===== src/verilog/rxwb_pkg.sv =====
/*
  Shared constants for the receive descriptor status write-back engine:
  APB register offsets and fields, descriptor word layout, reset values
  and timing counts. Assumes a 20 MHz system clock.
*/
`default_nettype none

package rxwb_pkg;

    // APB register byte offsets
    localparam logic [7:0] REG_CTRL = 8'h00;
    localparam logic [7:0] REG_RING_BASE = 8'h04;
    localparam logic [7:0] REG_RING_LEN = 8'h08;
    localparam logic [7:0] REG_STATUS = 8'h0C;
    localparam logic [7:0] REG_FRAME_COUNT = 8'h10;

    // Control register fields
    localparam int CTRL_ENABLE_BIT = 0;
    localparam int CTRL_LOOPBACK_BIT = 1;
    localparam int CTRL_SPLIT_BIT = 5;
    localparam logic [31:0] CTRL_RESET = 32'h0000_0000;
    localparam logic [23:0] RING_BASE_RESET = 24'h00_0000;
    localparam logic [7:0] RING_LEN_RESET = 8'h01;

    // Descriptor second word layout
    localparam int DESC_OWN_BIT = 15;
    localparam int DESC_ERR_BIT = 14;
    localparam int DESC_FRAMING_BIT = 13;
    localparam int DESC_OVERRUN_BIT = 12;
    localparam int DESC_FCS_BIT = 11;
    localparam int DESC_CHAIN_BIT = 10;
    localparam int DESC_FIRST_BIT = 9;
    localparam int DESC_LAST_BIT = 8;
    localparam int DESC_UPPER_MSB = 7;

    // Descriptor geometry in bytes
    localparam logic [23:0] DESC_STRIDE = 24'h00_0008;
    localparam logic [23:0] WORD1_OFFSET = 24'h00_0002;

    // Delay between ownership polls of a host-owned entry
    localparam int CLOCK_MHZ = 20;
    localparam int POLL_TIME_NS = 1600;
    localparam int POLL_CYCLES = (POLL_TIME_NS * CLOCK_MHZ) / 1000;

    typedef enum logic [2:0]
    {
        ST_IDLE = 3'b000,
        ST_RD_LO = 3'b001,
        ST_RD_HI = 3'b010,
        ST_DECIDE = 3'b011,
        ST_GRANT = 3'b100,
        ST_WRITE = 3'b101,
        ST_POLL = 3'b110
    } rxwb_state_t;

    typedef enum logic [1:0]
    {
        AFTER_ADVANCE = 2'b00,
        AFTER_GRANT = 2'b01,
        AFTER_POLL = 2'b10
    } rxwb_after_t;

endpackage

`default_nettype wire


===== src/verilog/rxwb_engine.sv =====
/*
  Receive descriptor engine: walks a ring of descriptors in system memory,
  hands host-owned-to-controller buffers to the receive datapath and writes
  status back, returning ownership. Registers over APB.
  Assumes a 16-bit memory port that holds memAck high for one cycle per
  access, and a datapath that fills at most one granted buffer at a time.

  // How it works
  // - Bit 15 of the second descriptor word gives ownership, one meaning controller, and only the owner works on it.
  // - The controller clears ownership after filling a buffer; the host sets it again after emptying it.
  // - Once an entry is handed over, its former owner leaves every field of it alone.
  // - The error summary bit is the OR of framing, overrun, checksum and chain buffer faults.
  // - The framing fault needs both a non-octet length and a checksum error.
  // - The framing fault is given only on a last buffer without overrun and never in loopback.
  // - The overrun flag marks lost frame data and stands only where the last buffer flag is clear.
  // - A FIFO overrun beside a chain buffer fault is reported only if both arise together.
  // - The first buffer flag is written by the controller, or left to the host in split receive mode.
  // - The last buffer flag marks the final buffer; with the first flag it means a single buffer frame.
  // - The low byte holds the upper address bits, written by the host and kept intact here.
  // - The 24-bit buffer address is the upper byte joined to the sixteen lower bits.
  // - The checksum flag reports a bad frame check sequence, valid on a last buffer without overrun.
  // - A chain buffer fault is set when the next buffer is host owned or the FIFO overran before the poll.
*/
// Our own choices: the APB interface to the registers and the register offsets.
`timescale 1ns/10ps
`default_nettype none

module rxwb_engine
    import rxwb_pkg::*;
#(
    parameter int RING_IDX_W = 8
)
(
    input wire logic clock,
    input wire logic rst_n,
    // APB slave
    input wire logic psel,
    input wire logic penable,
    input wire logic pwrite,
    input wire logic [7:0] paddr,
    input wire logic [31:0] pwdata,
    output logic [31:0] prdata,
    output logic pready,
    output logic pslverr,
    // Descriptor memory master
    output logic memReq,
    output logic memWe,
    output logic [23:0] memAddr,
    output logic [15:0] memWdata,
    input wire logic memAck,
    input wire logic [15:0] memRdata,
    // Receive datapath
    output logic bufGrant,
    output logic [23:0] bufAddr,
    input wire logic fillDone,
    input wire logic fillLast,
    input wire logic fillFcsError,
    input wire logic fillNonOctet,
    input wire logic fifoOverrun,
    output logic chainAbort
);

    rxwb_state_t state_reg;
    rxwb_after_t after_reg;
    logic [31:0] ctrl_reg;
    logic [23:0] ringBase_reg;
    logic [RING_IDX_W-1:0] ringLen_reg;
    logic [RING_IDX_W-1:0] curIdx_reg;
    logic [RING_IDX_W-1:0] wbIdx_reg;
    logic [15:0] lowWord_reg;
    logic [15:0] hiWord_reg;
    logic [15:0] lastStatus_reg;
    logic [31:0] frameCount_reg;
    logic [15:0] pollCount_reg;
    logic pending_reg;
    logic overrunSeen_reg;
    logic firstNext_reg;
    logic chainAbort_reg;
    // Flags of the buffer being written back
    logic [15:0] flgWord_reg;
    logic flgFirst_reg;
    logic flgLast_reg;
    logic flgFcs_reg;
    logic flgNonOctet_reg;
    logic flgOverrun_reg;
    logic flgChain_reg;
    logic flgSimult_reg;

    logic apbWrite;
    logic enable;
    logic loopback;
    logic splitRxIrqMode;
    logic ownedByController;
    logic [RING_IDX_W-1:0] nextIdx;
    logic [15:0] statusWord;
    logic overrunNow;

    assign apbWrite = psel & penable & pwrite;
    assign enable = ctrl_reg[CTRL_ENABLE_BIT];
    assign loopback = ctrl_reg[CTRL_LOOPBACK_BIT];
    assign splitRxIrqMode = ctrl_reg[CTRL_SPLIT_BIT];
    assign ownedByController = hiWord_reg[DESC_OWN_BIT];
    // An overrun in the deciding cycle itself still counts as before the poll
    assign overrunNow = overrunSeen_reg | (pending_reg & fifoOverrun);
    assign nextIdx = (curIdx_reg + 1'b1 >= ringLen_reg) ? '0 : curIdx_reg + 1'b1;

    // Slave answers in the access phase with no wait states
    assign pready = 1'b1;
    assign pslverr = psel & penable & ~(paddr == REG_CTRL || paddr == REG_RING_BASE ||
        paddr == REG_RING_LEN || paddr == REG_STATUS || paddr == REG_FRAME_COUNT);

    // Register writes; ring geometry is used as soon as written, also while enabled
    always_ff @(posedge clock)
    begin
        if (!rst_n)
        begin
            ctrl_reg <= CTRL_RESET;
            ringBase_reg <= RING_BASE_RESET;
            ringLen_reg <= RING_LEN_RESET[RING_IDX_W-1:0];
        end
        else if (apbWrite)
        begin
            case (paddr)
                REG_CTRL: ctrl_reg <= pwdata & 32'h0000_0023;
                REG_RING_BASE: ringBase_reg <= pwdata[23:0];
                REG_RING_LEN: ringLen_reg <= (pwdata[RING_IDX_W-1:0] == '0) ? RING_LEN_RESET[RING_IDX_W-1:0]
                    : pwdata[RING_IDX_W-1:0];
                default: ;
            endcase
        end
    end

    // Read mux
    always_comb
    begin
        prdata = 32'h0000_0000;
        case (paddr)
            REG_CTRL: prdata = ctrl_reg;
            REG_RING_BASE: prdata = {8'h00, ringBase_reg};
            REG_RING_LEN: prdata[RING_IDX_W-1:0] = ringLen_reg;
            REG_STATUS: prdata = {5'h00, state_reg, pending_reg, curIdx_reg[6:0], lastStatus_reg};
            REG_FRAME_COUNT: prdata = frameCount_reg;
            default: prdata = 32'h0000_0000;
        endcase
    end

    // Main sequencer
    always_ff @(posedge clock)
    begin
        if (!rst_n)
        begin
            state_reg <= ST_IDLE;
            after_reg <= AFTER_ADVANCE;
            curIdx_reg <= '0;
            wbIdx_reg <= '0;
            lowWord_reg <= 16'h0000;
            hiWord_reg <= 16'h0000;
            memAddr <= 24'h00_0000;
            pollCount_reg <= 16'h0000;
            pending_reg <= 1'b0;
            firstNext_reg <= 1'b1;
            chainAbort_reg <= 1'b0;
        end
        else
        begin
            chainAbort_reg <= 1'b0;
            case (state_reg)
                ST_IDLE:
                begin
                    if (enable)
                    begin
                        memAddr <= ringBase_reg + DESC_STRIDE * 24'(curIdx_reg);
                        state_reg <= ST_RD_LO;
                    end
                end
                ST_RD_LO:
                begin
                    if (memAck)
                    begin
                        lowWord_reg <= memRdata;
                        memAddr <= memAddr + WORD1_OFFSET;
                        state_reg <= ST_RD_HI;
                    end
                end
                ST_RD_HI:
                begin
                    if (memAck)
                    begin
                        hiWord_reg <= memRdata;
                        state_reg <= ST_DECIDE;
                    end
                end
                ST_DECIDE:
                begin
                    if (pending_reg)
                    begin
                        // Previous buffer of the frame still waits for its status
                        pending_reg <= 1'b0;
                        memAddr <= ringBase_reg + DESC_STRIDE * 24'(wbIdx_reg) + WORD1_OFFSET;
                        state_reg <= ST_WRITE;
                        if (ownedByController && !overrunNow)
                            after_reg <= AFTER_GRANT;
                        else
                        begin
                            after_reg <= AFTER_POLL;
                            chainAbort_reg <= 1'b1;
                            firstNext_reg <= 1'b1;
                        end
                    end
                    else if (ownedByController)
                        state_reg <= ST_GRANT;
                    else
                    begin
                        pollCount_reg <= 16'(POLL_CYCLES);
                        state_reg <= ST_POLL;
                    end
                end
                ST_GRANT:
                begin
                    if (fillDone || fifoOverrun)
                    begin
                        wbIdx_reg <= curIdx_reg;
                        if (fillLast || fifoOverrun)
                        begin
                            memAddr <= ringBase_reg + DESC_STRIDE * 24'(curIdx_reg) + WORD1_OFFSET;
                            after_reg <= AFTER_ADVANCE;
                            firstNext_reg <= 1'b1;
                            state_reg <= ST_WRITE;
                        end
                        else
                        begin
                            // Hold this status until the next entry is known
                            pending_reg <= 1'b1;
                            firstNext_reg <= 1'b0;
                            curIdx_reg <= nextIdx;
                            memAddr <= ringBase_reg + DESC_STRIDE * 24'(nextIdx);
                            state_reg <= ST_RD_LO;
                        end
                    end
                end
                ST_WRITE:
                begin
                    if (memAck)
                    begin
                        case (after_reg)
                            AFTER_GRANT: state_reg <= ST_GRANT;
                            AFTER_POLL:
                            begin
                                pollCount_reg <= 16'(POLL_CYCLES);
                                state_reg <= ST_POLL;
                            end
                            default:
                            begin
                                curIdx_reg <= nextIdx;
                                state_reg <= ST_IDLE;
                            end
                        endcase
                    end
                end
                ST_POLL:
                begin
                    if (pollCount_reg <= 16'h0001)
                        state_reg <= ST_IDLE;
                    else
                        pollCount_reg <= pollCount_reg - 16'h0001;
                end
                default: state_reg <= ST_IDLE;
            endcase
        end
    end

    // Overrun while chaining, before the next entry is polled
    always_ff @(posedge clock)
    begin
        if (!rst_n)
            overrunSeen_reg <= 1'b0;
        else if (state_reg == ST_DECIDE)
            overrunSeen_reg <= 1'b0;
        else if (pending_reg && fifoOverrun)
            overrunSeen_reg <= 1'b1;
    end

    // Capture flags of the buffer whose status goes out next
    always_ff @(posedge clock)
    begin
        if (!rst_n)
        begin
            flgWord_reg <= 16'h0000;
            flgFirst_reg <= 1'b0;
            flgLast_reg <= 1'b0;
            flgFcs_reg <= 1'b0;
            flgNonOctet_reg <= 1'b0;
            flgOverrun_reg <= 1'b0;
            flgChain_reg <= 1'b0;
            flgSimult_reg <= 1'b0;
        end
        else if (state_reg == ST_GRANT && (fillDone || fifoOverrun))
        begin
            flgWord_reg <= hiWord_reg;
            flgFirst_reg <= firstNext_reg;
            flgLast_reg <= fillLast & ~fifoOverrun;
            flgFcs_reg <= fillFcsError;
            flgNonOctet_reg <= fillNonOctet;
            flgOverrun_reg <= fifoOverrun;
            flgChain_reg <= 1'b0;
            flgSimult_reg <= 1'b0;
        end
        else if (state_reg == ST_DECIDE && pending_reg)
        begin
            // Host-owned next entry or early overrun both fault the chain
            flgChain_reg <= ~ownedByController | overrunNow;
            flgOverrun_reg <= overrunNow;
            flgSimult_reg <= overrunNow & ~ownedByController;
        end
    end

    // Bookkeeping visible to software
    always_ff @(posedge clock)
    begin
        if (!rst_n)
        begin
            lastStatus_reg <= 16'h0000;
            frameCount_reg <= 32'h0000_0000;
        end
        else if (state_reg == ST_WRITE && memAck)
        begin
            lastStatus_reg <= statusWord;
            if (statusWord[DESC_LAST_BIT] || statusWord[DESC_ERR_BIT])
                frameCount_reg <= frameCount_reg + 32'h0000_0001;
        end
    end

    rxwb_status_pack u_pack
    (
        .fetchedWord(flgWord_reg),
        .splitRxIrqMode(splitRxIrqMode),
        .loopback(loopback),
        .firstBuf(flgFirst_reg),
        .lastBuf(flgLast_reg),
        .fcsError(flgFcs_reg),
        .nonOctet(flgNonOctet_reg),
        .overrun(flgOverrun_reg),
        .chainFault(flgChain_reg),
        .simultaneous(flgSimult_reg),
        .statusWord(statusWord)
    );

    // Only the status word is ever written; other words stay host property
    assign memReq = (state_reg == ST_RD_LO) || (state_reg == ST_RD_HI) || (state_reg == ST_WRITE);
    assign memWe = (state_reg == ST_WRITE);
    assign memWdata = statusWord;
    assign bufGrant = (state_reg == ST_GRANT);
    assign bufAddr = {hiWord_reg[DESC_UPPER_MSB:0], lowWord_reg};
    assign chainAbort = chainAbort_reg;

endmodule

`default_nettype wire


===== src/verilog/rxwb_status_pack.sv =====
/*
  Builds the status word written back into a receive descriptor.
  Assumes its inputs are the flags captured for one buffer, held steady
  while the write is outstanding.
*/
`timescale 1ns/10ps
`default_nettype none

module rxwb_status_pack
    import rxwb_pkg::*;
(
    input wire logic [15:0] fetchedWord,
    input wire logic splitRxIrqMode,
    input wire logic loopback,
    input wire logic firstBuf,
    input wire logic lastBuf,
    input wire logic fcsError,
    input wire logic nonOctet,
    input wire logic overrun,
    input wire logic chainFault,
    input wire logic simultaneous,
    output logic [15:0] statusWord
);

    logic reportOverrun;
    logic lastBufferFlag;
    logic resultValid;
    logic fcsFlag;
    logic framingFaultFlag;
    logic errFlag;
    logic firstBufferFlag;

    // Overrun hidden behind a chain fault unless both struck together
    assign reportOverrun = overrun & (~chainFault | simultaneous);
    assign lastBufferFlag = lastBuf & ~overrun & ~chainFault;
    // Overrun flag only stands on a buffer without the last flag
    assign resultValid = lastBufferFlag & ~reportOverrun;
    assign fcsFlag = fcsError & resultValid;
    // Odd bit count alone never sets it; meaningless in loopback
    assign framingFaultFlag = fcsError & nonOctet & resultValid & ~loopback;
    assign errFlag = framingFaultFlag | reportOverrun | fcsFlag | chainFault;
    // In split mode the host owns the first flag, so keep its value
    assign firstBufferFlag = splitRxIrqMode ? fetchedWord[DESC_FIRST_BIT] : firstBuf;

    // Ownership returned in the same word as the status
    always_comb
    begin
        statusWord = 16'h0000;
        statusWord[DESC_OWN_BIT] = 1'b0;
        statusWord[DESC_ERR_BIT] = errFlag;
        statusWord[DESC_FRAMING_BIT] = framingFaultFlag;
        statusWord[DESC_OVERRUN_BIT] = reportOverrun;
        statusWord[DESC_FCS_BIT] = fcsFlag;
        statusWord[DESC_CHAIN_BIT] = chainFault;
        statusWord[DESC_FIRST_BIT] = firstBufferFlag;
        statusWord[DESC_LAST_BIT] = lastBufferFlag;
        statusWord[DESC_UPPER_MSB:0] = fetchedWord[DESC_UPPER_MSB:0];
    end

endmodule

`default_nettype wire


===== config.mk =====
export PLATFORM = sky130hd
export DESIGN_NAME = rxwb_engine
export DESIGN_NICKNAME = d
export VERILOG_FILES = /design/src/verilog/rxwb_pkg.sv /design/src/verilog/rxwb_engine.sv /design/src/verilog/rxwb_status_pack.sv
export SDC_FILE = /design/constraint.sdc
export NUM_CORES = 1
export LEC_CHECK = 0
export ABC_CLOCK_PERIOD_IN_PS = 7500
export BUFFER_PORTS_ARGS = -buffer_cell sky130_fd_sc_hd__buf_4
export CORE_MARGIN = 2
export CORE_UTILIZATION = 40
export CTS_BUF_LIST = sky130_fd_sc_hd__clkbuf_8
export DETAILED_ROUTE_END_ITERATION = 12
export SYNTH_ARGS = -nofsm -noshare
export SYNTH_HDL_FRONTEND = slang
export SYNTH_SLANG_ARGS = --single-unit

===== constraint.sdc =====
create_clock -name clock -period 7.5 [get_ports clock]
set_input_delay 0.75 -clock clock [delete_from_list [all_inputs] [get_ports clock]]
set_output_delay 0.75 -clock clock [all_outputs]
set_load 0.02 [all_outputs]

After elaboration in Yosys (flattened, before gate mapping)
Cells that the tools add are included.

storage, ports and cells
  flip-flop bits (word level) = 196
  input port bits = 67
  output and inout bits = 102
  logic and storage cells = 181

operators by class
  $add $sub $neg = 9
  $lt $le $gt $ge = 2
  equality and inequality tests = 27
  muxes and demuxes = 49
  bitwise logic cells = 28
  reductions and logical operators = 41

operators by type and width
  operator                 number
  $mux W24                 5
  $pmux W24 S4             1
  $mux W16                 5
  $add A24 B11 Y24         3
  $add A24 B2 Y24 const B  3
  $pmux W24 S3             1
  $mux W8                  6
  $pmux W16 S3             1
  $pmux W8 S5              1
  $add A32 B1 Y32 const B  1
  $ne A2 B2 Y1 const B     11
  $mux W3                  7
  $pmux W3 S7              1
  $eq A8 B4 Y1 const B     2
  $le A16 B1 Y1 const B    1
  $logic_not A8 Y1         2
  $pmux W8 S2              1
  $sub A16 B1 Y16 const B  1
  $and A1 B1 Y1            14
  $reduce_and A2 Y1        7
  $mux W2                  6
  $reduce_and A6 Y1        2
  $mux W1                  10
  $reduce_and A5 Y1        2
  other kinds (25)         62

Depth between registers and ports, before layout
Gate-level depths: netlist of the first run.

  depth in word-level cells = 12
  depth in mapped cells = 21
  gate-level depth less buffers = 21

By module
From an unflattened synthesis of the first run, not the netlist that was laid out.

unflattened totals
  cell total of the unflattened synthesis = 1648
  area total of the unflattened synthesis = 12811.0 sq um

modules (own cells, without submodules)
  module            instances  cells each  area an instance (sq um)  seq. area each (sq um)
  rxwb_engine       1          1622        12625.9                   4063.9
  rxwb_status_pack  1          26          185.2                     0.0

Worst setup path before layout of the first run
Ideal clock, no wire load.

  path kind = reg2reg
  from = reg curIdx_reg[0]
  to = reg memAddr[10]
  library setup time = 0.116 ns
  arrival = 3.965 ns
  data required time = 7.384 ns
  slack = 3.419 ns
  cell stages (with the launch flop) = 20
  path buffers = 0
  period minus slack after synthesis = 4.081 ns
  cells stage by stage = dfxtp_1 > ha_1 > ha_1 > a21o_1 > a21o_1 > a21o_1 > a21o_1 > a21oi_1 > o21ai_1 > nor2_1 > ha_1 > a21o_1 > a311oi_1 > a21oi_1 > a21oi_1 > xnor2_1 > a221o_1 > a31oi_1 > a211oi_1 > a31o_2

between the ends
  cells in the longest elaborated chain, start to end = 7
  elaborated cells on any way between the ends = 10
  those cells by class = add/sub: 4; order compare: 1; mux: 5

ends and longest elaborated chain
  item                    RTL line            source
  from (decl)             rxwb_engine.sv:68   logic [RING_IDX_W-1:0] curIdx_reg;
  from (signal assigned)  rxwb_engine.sv:235  curIdx_reg <= nextIdx;
  from (signal assigned)  rxwb_engine.sv:254  curIdx_reg <= nextIdx;
  $add A8 B1 Y8 *         rxwb_engine.sv:105  assign nextIdx = (curIdx_reg + 1'b1 >= ringLen_reg) ? '0 : curIdx_reg + 1'b1;
  $ge A8 B8 Y1            rxwb_engine.sv:105
  $mux W8 *               rxwb_engine.sv:105
  via nextIdx[1]          rxwb_engine.sv:94   logic [RING_IDX_W-1:0] nextIdx;
  $add A24 B11 Y24 *      rxwb_engine.sv:236  memAddr <= ringBase_reg + DESC_STRIDE * 24'(nextIdx);
  $mux W24 *              rxwb_engine.sv:223  if (fillLast || fifoOverrun)
  $mux W24 *              rxwb_engine.sv:220  if (fillDone || fifoOverrun)
  $pmux W24 S4 *          rxwb_engine.sv:167  case (state_reg)
  to (signal assigned)    rxwb_engine.sv:172  memAddr <= ringBase_reg + DESC_STRIDE * 24'(curIdx_reg);
  to (signal assigned)    rxwb_engine.sv:225  memAddr <= ringBase_reg + DESC_STRIDE * 24'(curIdx_reg) + WORD1_OFFSET;
  to (signal assigned)    rxwb_engine.sv:236
  to (decl)               rxwb_engine.sv:48   output logic [23:0] memAddr,

The timed path passes the listed nets; every way through them passes the cells marked *. The select of a mux whose other input is x is not followed.
A chain may end at the register's enable or synchronous reset.

Worst setup path in the final report of the first run
  from = reg curIdx_reg[0]
  to = reg memAddr[17]

The elaborated chain is that of the path after synthesis.

==> results of run 1 <==
-- cells by family after synthesis --
kind of cell | synth area share (%)
adder cells (fa/ha/maj) | 4.537
multiplexers | 3.623
other | 0.06304
AO/OA/AOI/OAI | 20.34
buffers and inverters | 5.871
AND/OR/NAND/NOR | 24.49
flip-flops | 31.76
XOR/XNOR | 9.315
-- metrics by stage --
step	std cells	setup slack (ns)	area [um^2]	hold slack (ns)	util, %
after CTS	2044	2.634	13520	0.4632	45.87
after global routing	2044	2.204	13520	0.4805	45.87
after floorplan	1569	3.419	11910	0.4321	-
final	2044	2.583	13520	0.4612	45.87
after detailed placement	2012	2.643	13110	0.4474	44.47
after global placement	2012	2.708	13110	0.4427	44.47
-- metal layers --
layer / routed length, um / GRT usage [%]
met1: 16850 / 31.07
met2: 17650 / 39.57
met3: 2036 / 4.199
met4: 1073 / 8.988
met5: 0 / 0
-- worst max-delay path, delay by kind of cell (launching register included) --
kind	cells	cell delay, ns
compound gates	9	1.82
simple gates	5	1.01
fa+ha+maj	4	0.95
flops	1	0.60
xor+xnor	2	0.34
buf+inv	1	0.08
-- layout by cell type (no fill, tap or decap), types with 4 or more instances in the layout --
cell,count
nand2_1,288
dfxtp_1,189
buf_4,169
a21oi_1,150
nor2_1,144
o21ai_0,77
xnor2_1,64
xor2_1,59
nand3_1,55
mux2i_1,42
ha_1,40
inv_1,33
and3_1,30
nor3_1,21
nand4_1,19
a211oi_1,17
o211ai_1,17
clkbuf_8,17
a21o_1,16
and2_1,15
o221ai_1,13
or3_1,13
a31oi_1,10
a221oi_1,10
nand2b_1,7
a221o_1,7
nor4_1,6
o21a_1,6
nor2b_1,5
a32o_1,5
and4_1,5
o22ai_1,5
o31ai_1,4
nand4b_1,4
clkinv_8,4
-- how the worst min path moves through the flow --
stage / to / from / slack (ns) / cells after the start
after floorplan: flgFirst_reg$_SDFFE_PN0P_ / firstNext_reg$_SDFFE_PN1P_ / 0.43 / 2
after global routing: hiWord_reg[9]$_SDFFE_PN0P_ / hiWord_reg[9]$_SDFFE_PN0P_ / 0.48 / 2
after CTS: lowWord_reg[7]$_SDFFE_PN0P_ / lowWord_reg[7]$_SDFFE_PN0P_ / 0.46 / 2
after detailed placement: lowWord_reg[7]$_SDFFE_PN0P_ / lowWord_reg[7]$_SDFFE_PN0P_ / 0.45 / 2
final: lowWord_reg[7]$_SDFFE_PN0P_ / lowWord_reg[7]$_SDFFE_PN0P_ / 0.46 / 2
after global placement: lowWord_reg[8]$_SDFFE_PN0P_ / lowWord_reg[8]$_SDFFE_PN0P_ / 0.44 / 2
-- layout make-up --
| type | count | area share (%) |
|---|---|---|
| Timing Repair Buffer | 169 | 9.383 |
| Multi-Input combinational cell | 1231 | 55.06 |
| Sequential cell | 189 | 27.98 |
| Clock inverter | 15 | 1.305 |
| Tap cell | 390 | 3.609 |
| Clock buffer | 17 | 1.730 |
| Inverter | 33 | 0.9346 |
-- power by group --
| part | switching (mW) | internal (mW) | total (mW) |
|---|---|---|---|
| Combinational | 0.430 | 0.253 | 0.683 |
| Sequential | 0.0985 | 1.07 | 1.17 |
| Clock | 0.431 | 0.281 | 0.712 |
| Total | 0.960 | 1.60 | 2.56 |
==> summary.txt, run 1 <==
Worst setup path
  – Crit path max-delay cell type: dfxtp_1
  – CP Capture Point: memAddr[17]$_SDFFE_PN0P_
  – CP dominant cell by count: a21o_1
  – CP Class: reg -> reg
  – Crit start category: register
  – CP arrival: 5.29 ns
  – R2r setup slk: 2.58 ns
  – R2r endpoint: memAddr[17]$_SDFFE_PN0P_
  – Crit. End Element: register
  – Worst R2R Start: curIdx_reg[0]$_SDFFE_PN0P_
  – WP data required: 7.87 ns
  – CP peak stage delay: 0.60 ns
  – CP Max Fanout: 10
  – Critical Path, Cell by Cell: ha_1, xnor2_1, inv_1, ha_1, a21o_1, a21o_1, a21o_1, a21oi_1, o21ai_1, nor2_1, ha_1, fa_1, a21o_1, nand4_1, and3_1, nor2_1, nand3_1, xnor2_1, a221oi_1, o221ai_1, a32o_1
  – Cell depth of the worst flop-to-flop path: 21
  – Worst setup path start: curIdx_reg[0]$_SDFFE_PN0P_

Clock tree
  – Num Clock Sinks: 189
  – Post-CTS Setup Inserts: 0
  – TritonCTS clock tree: built
  – # hold bufs at CTS: 0
  – Worst-Skew Late Latency: 0.47 ns
  – CTS Buf Count: 17
  – # resized after CTS: 0
  – H-tree Lvls: 4
  – Max clock buf depth: 2
  – Clk slew on worst S/H paths: 0.11 ns
  – CTS root buffer: clkbuf_8

Yosys
  – Commonest cells in the netlist: nand2_1, dfxtp_1, a21oi_1
  – Ranking of synthesized cells by area: dfxtp_1, nand2_1, a21oi_1
  – Mapped Nets: 1678
  – Seq/Total Area, Yosys: 31.76%
  – Count leader, synth: nand2_1
  – Avg Inst Size Synth: 7.593 um^2
  – Post-synth EDFFs: 0
  – Ys async rst share: 0%
  – Flops & latches, synth: 189
  – Cell taking the most area after synthesis: dfxtp_1
  – Mapped Area: 0.01191 mm^2
  – Synth top area share: 31.76%
  – Top_reg_cell synth: dfxtp_1
  – Unique masters post-synth: 85
  – Synth warnings: 0
  – Post-Synthesis Cells: 1569

Drt
  – Drt wl/cell: 18.40 um
  – Residual DRC: 0
  – Antenna-violating nets left: 0
  – 1st-iter DRT viols: 822
  – Vias: 11530
  – Final WL: 37600 um
  – DRT Pass-1 Iters: 5
  – Vias/cell: 5.638

Placement
  – Dpl hpwl: 28080 um
  – GP Congestion: 0.8859
  – Port Buf Inserts: 158

GRT
  – Largest net degree at the start of global routing: 78
  – Vias in the first global route: 10960
  – Total GRT Usage: 23.92%
  – Grt ovf: 0
  – Initial antenna violation count: 0
  – First-pass GRT wire length: 59160 um

Power
  – Leakage: 5.169 nW
  – Max rail drop VDD: 107.3 uV
  – Pwr Total: 2.563 mW
  – PD cells: 189.6 mW/mm^2

STA
  – Post-Route Skew: 0.01929 ns
  – Fin Setup TNS: 0 ns
  – Final Setup Violations: 0
  – RSZ-0062 raised after global routing: false
  – Fmax: 0.2034 GHz
  – Slew @ Worst Pin: 1.062 ns
  – Worst rel slew slack: 28.92%
  – Slew Viols, Final: 0
  – Tmin final: 4.917 ns
  – Hold Violations, Final: 0
  – Fin crit share: 65.56%

Layout
  – Max reg flops: 32
  – Fillers: 3053
  – Area delta synth->final: 13.49%
  – Register cell area after layout: 0.003784 mm^2
  – Ant diodes: 0
  – Area of the multi-input gates: 0.007445 mm^2
  – Fin nets: 1750
  – Layout cells sized above 1: 14.27%

Run status
  – Run status: finished, final reports clean

Flow run
  – MaxCap Viol Count: 0

Floorplan
  – Core region area: 0.02948 mm^2
  – Die H: 176.6 um
  – Initial Utilization: 40.41%
  – Die W: 176.6 um
  – # IOs: 169
  – Die Footprint: 0.03118 mm^2
  – Num rows: 63

Hold path
  – Worst hold path type: reg -> reg
No activity file was read; power rests on OpenSTA's default activity.
==> inputs of run 2 (changes only) <==
--- a/config.mk
+++ b/config.mk
@@ -5,7 +5,7 @@
 export SDC_FILE = /design/constraint.sdc
 export NUM_CORES = 1
 export LEC_CHECK = 0
-export ABC_CLOCK_PERIOD_IN_PS = 7500
+export ABC_CLOCK_PERIOD_IN_PS = 4200
 export BUFFER_PORTS_ARGS = -buffer_cell sky130_fd_sc_hd__buf_4
 export CORE_MARGIN = 2
 export CORE_UTILIZATION = 40
==> constraint.sdc (replaced) <==
create_clock -name clock -period 4.2 [get_ports clock]
set_input_delay 0.42 -clock clock [delete_from_list [all_inputs] [get_ports clock]]
set_output_delay 0.42 -clock clock [all_outputs]
set_load 0.02 [all_outputs]
==> summary.txt, run 2 (same netlist as run 1, synthesis figures left out) <==
Run status
  – Run status: finished, final reports clean (unchanged)

Layout
  – Fin nets: 1786 (was 1750)
  – Max reg flops: 32 (unchanged)
  – Commonest non-fill, non-tap cell in the layout: nand2_1 (unchanged)
  – Fin area: 0.01393 mm^2 (was 0.01352 mm^2)
  – Most frequent cells in the layout: nand2_1, buf_4, dfxtp_1 (was nand2_1, dfxtp_1, buf_4)
  – Area delta synth->final: 16.92% (was 13.49%)
  – Fillers: 3027 (was 3053)
  – Layout cells sized above 1: 17.40% (was 14.27%)
  – Ant diodes: 0 (unchanged)

Clock tree
  – Clk slew on worst S/H paths: 0.11 ns (about the same)
  – Worst-Skew Late Latency: 0.50 ns (was 0.47 ns)
  – Num Clock Sinks: 189 (unchanged)
  – CTS Buf Count: 17 (unchanged)
  – H-tree Lvls: 4 (unchanged)
  – TritonCTS clock tree: built (unchanged)
  – Max clock buf depth: 2 (unchanged)
  – CTS root buffer: clkbuf_8 (unchanged)

Worst setup path
  – Cell depth of the worst flop-to-flop path: 19 (was 21)
  – Crit. End Element: register (unchanged)
  – R2r endpoint: memAddr[10]$_SDFFE_PN0P_ (was memAddr[17]$_SDFFE_PN0P_)
  – Worst R2R Start: curIdx_reg[1]$_SDFFE_PN0P_ (was curIdx_reg[0]$_SDFFE_PN0P_)
  – WP data required: 4.60 ns (was 7.87 ns)
  – R2r setup slk: 0.14 ns (was 2.58 ns)
  – Crit start category: register (unchanged)
  – CP Max Fanout: 5 (was 10)
  – CP Class: reg -> reg (unchanged)
  – CP arrival: 4.46 ns (was 5.29 ns)

GRT
  – Largest net degree at the start of global routing: 81 (was 78)
  – Total GRT Usage: 24.73% (was 23.92%)
  – Grt ovf: 0 (unchanged)
  – First-pass GRT wire length: 60580 um (was 59160 um)
  – Vias in the first global route: 11080 (was 10960)
  – Initial antenna violation count: 0 (unchanged)

STA
  – Final Setup Violations: 0 (unchanged)
  – Final WS setup: 0.1430 ns (was 2.583 ns)
  – Slew Viols, Final: 0 (unchanged)
  – Worst rel slew slack: 36.83% (was 28.92%)
  – Hold Violations, Final: 0 (unchanged)
  – Post-Route Skew: 0.01969 ns (was 0.01929 ns)
  – Slew @ Worst Pin: 0.9440 ns (was 1.062 ns)
  – Fin crit share: 96.60% (was 65.56%)
  – Tmin final: 4.057 ns (was 4.917 ns)
  – Fmax: 0.2465 GHz (was 0.2034 GHz)

Drt
  – 1st-iter DRT viols: 1031 (was 822)
  – Residual DRC: 0 (unchanged)
  – Final WL: 38930 um (was 37600 um)
  – DRT Pass-1 Iters: 7 (was 5)
  – Antenna-violating nets left: 0 (unchanged)
  – Vias/cell: 5.624 (was 5.638)
  – Vias: 11700 (was 11530)
  – Drt wl/cell: 18.72 um (was 18.40 um)

Power
  – Pwr Total: 4.743 mW (was 2.563 mW)
  – Max rail drop VDD: 300.8 uV (was 107.3 uV)
  – PD cells: 340.5 mW/mm^2 (was 189.6 mW/mm^2)
  – Leakage: 5.366 nW (was 5.169 nW)

Floorplan
  – Initial Utilization: 40.41% (unchanged)
  – Die Footprint: 0.03118 mm^2 (unchanged)
  – Die H: 176.6 um (unchanged)
  – # IOs: 169 (unchanged)
  – Die W: 176.6 um (unchanged)
  – Core region area: 0.02948 mm^2 (unchanged)
  – Num rows: 63 (unchanged)

Hold path
  – WHS Endpoint: ringBase_reg[20]$_SDFFE_PN0P_ (was lowWord_reg[7]$_SDFFE_PN0P_)
  – Worst hold path type: in -> reg (was reg -> reg)
  – Hold path depth: 3 (was 2)
  – Min-delay src: pwdata[20] (was lowWord_reg[7]$_SDFFE_PN0P_)

Placement
  – Port Buf Inserts: 158 (unchanged)
  – Dpl hpwl: 29120 um (was 28080 um)
  – GP Congestion: 0.9239 (was 0.8859)
  – Placed cell areas: 0.01337 mm^2 (was 0.01311 mm^2)
  – Pre-CTS WS: -0.02993 ns (was 2.643 ns)

Flow run
  – MaxCap Viol Count: 0 (unchanged)
-- run 2: routing by layer --
| metal | GRT usage, % | share of wire [%] | routed length (um) | vias up |
|---|---|---|---|---|
| li1 | - | - | - | 5672 |
| met1 | 32.19 | 44 | 17140 | 5615 |
| met2 | 41.60 | 48 | 18620 | 351 |
| met3 | 4.328 | 5.9 | 2284 | 59 |
| met4 | 7.713 | 2.3 | 887 | 0 |
| met5 | 0 | 0 | 0 | - |
-- run 2: power by group --
| part | switching [mW] | internal, mW |
|---|---|---|
| clock network | 0.762 | 0.630 |
| logic | 0.801 | 0.473 |
| registers | 0.167 | 1.91 |
-- run 2: through the flow --
stage                     std cells  TNS [ns]  util (%)  hold WS (ns)
after floorplan                1569         0         -        0.4321
after global placement         2047         0     45.37        0.4397
after detailed placement       2047  -0.02993     45.37        0.4445
after CTS                      2079         0     46.89        0.1463
after global routing           2080  -0.05766     47.25        0.1558
final                          2080         0     47.25        0.1618
-- run 2: area by class of cell --
type,count,area [um^2],area share (%)
well taps,390,488.0,3.503
clock buffers,18,247.7,1.779
multi-input cells,1231,7545,54.16
inverters,33,126.4,0.9072
flip-flops and latches,189,3785,27.17
clock inverters,14,198.9,1.428
repair buffers,205,1539,11.05
-- run 2: timing repair --
item	CTS	global route
endpoints found under the setup margin	3	16
resized for setup	1	22
setup buffers	0	1
hold buffers	0	0
pin swaps	0	7
-- run 2: worst max-delay path, stage by stage (launching register included) --
cell	delay (ns)
dfxtp_2	0.34
ha_1	0.29
ha_1	0.28
a21o_1	0.15
a21o_1	0.17
a21o_1	0.18
a21o_1	0.18
a21oi_2	0.20
o21ai_4	0.09
nor2_1	0.14
ha_1	0.25
a21o_1	0.18
a311oi_2	0.31
a21oi_1	0.14
a21oi_1	0.19
xnor2_1	0.09
a221o_1	0.35
a31oi_1	0.14
a211oi_1	0.06
a31o_2	0.22
-- run 2: how the worst max path moves through the flow --
stage               slack [ns]                        to                       start  depth (start not counted)
floorplan                 0.12  memAddr[10]$_SDFFE_PN0P_  curIdx_reg[0]$_SDFFE_PN0P_                         19
global placement          0.04  memAddr[10]$_SDFFE_PN0P_  curIdx_reg[1]$_SDFFE_PN0P_                         20
detailed placement       -0.03  memAddr[15]$_SDFFE_PN0P_  curIdx_reg[1]$_SDFFE_PN0P_                         22
CTS                       0.02  memAddr[10]$_SDFFE_PN0P_  curIdx_reg[1]$_SDFFE_PN0P_                         20
global route             -0.03  memAddr[17]$_SDFFE_PN0P_  curIdx_reg[1]$_SDFFE_PN0P_                         21
finish                    0.14  memAddr[10]$_SDFFE_PN0P_  curIdx_reg[1]$_SDFFE_PN0P_                         19
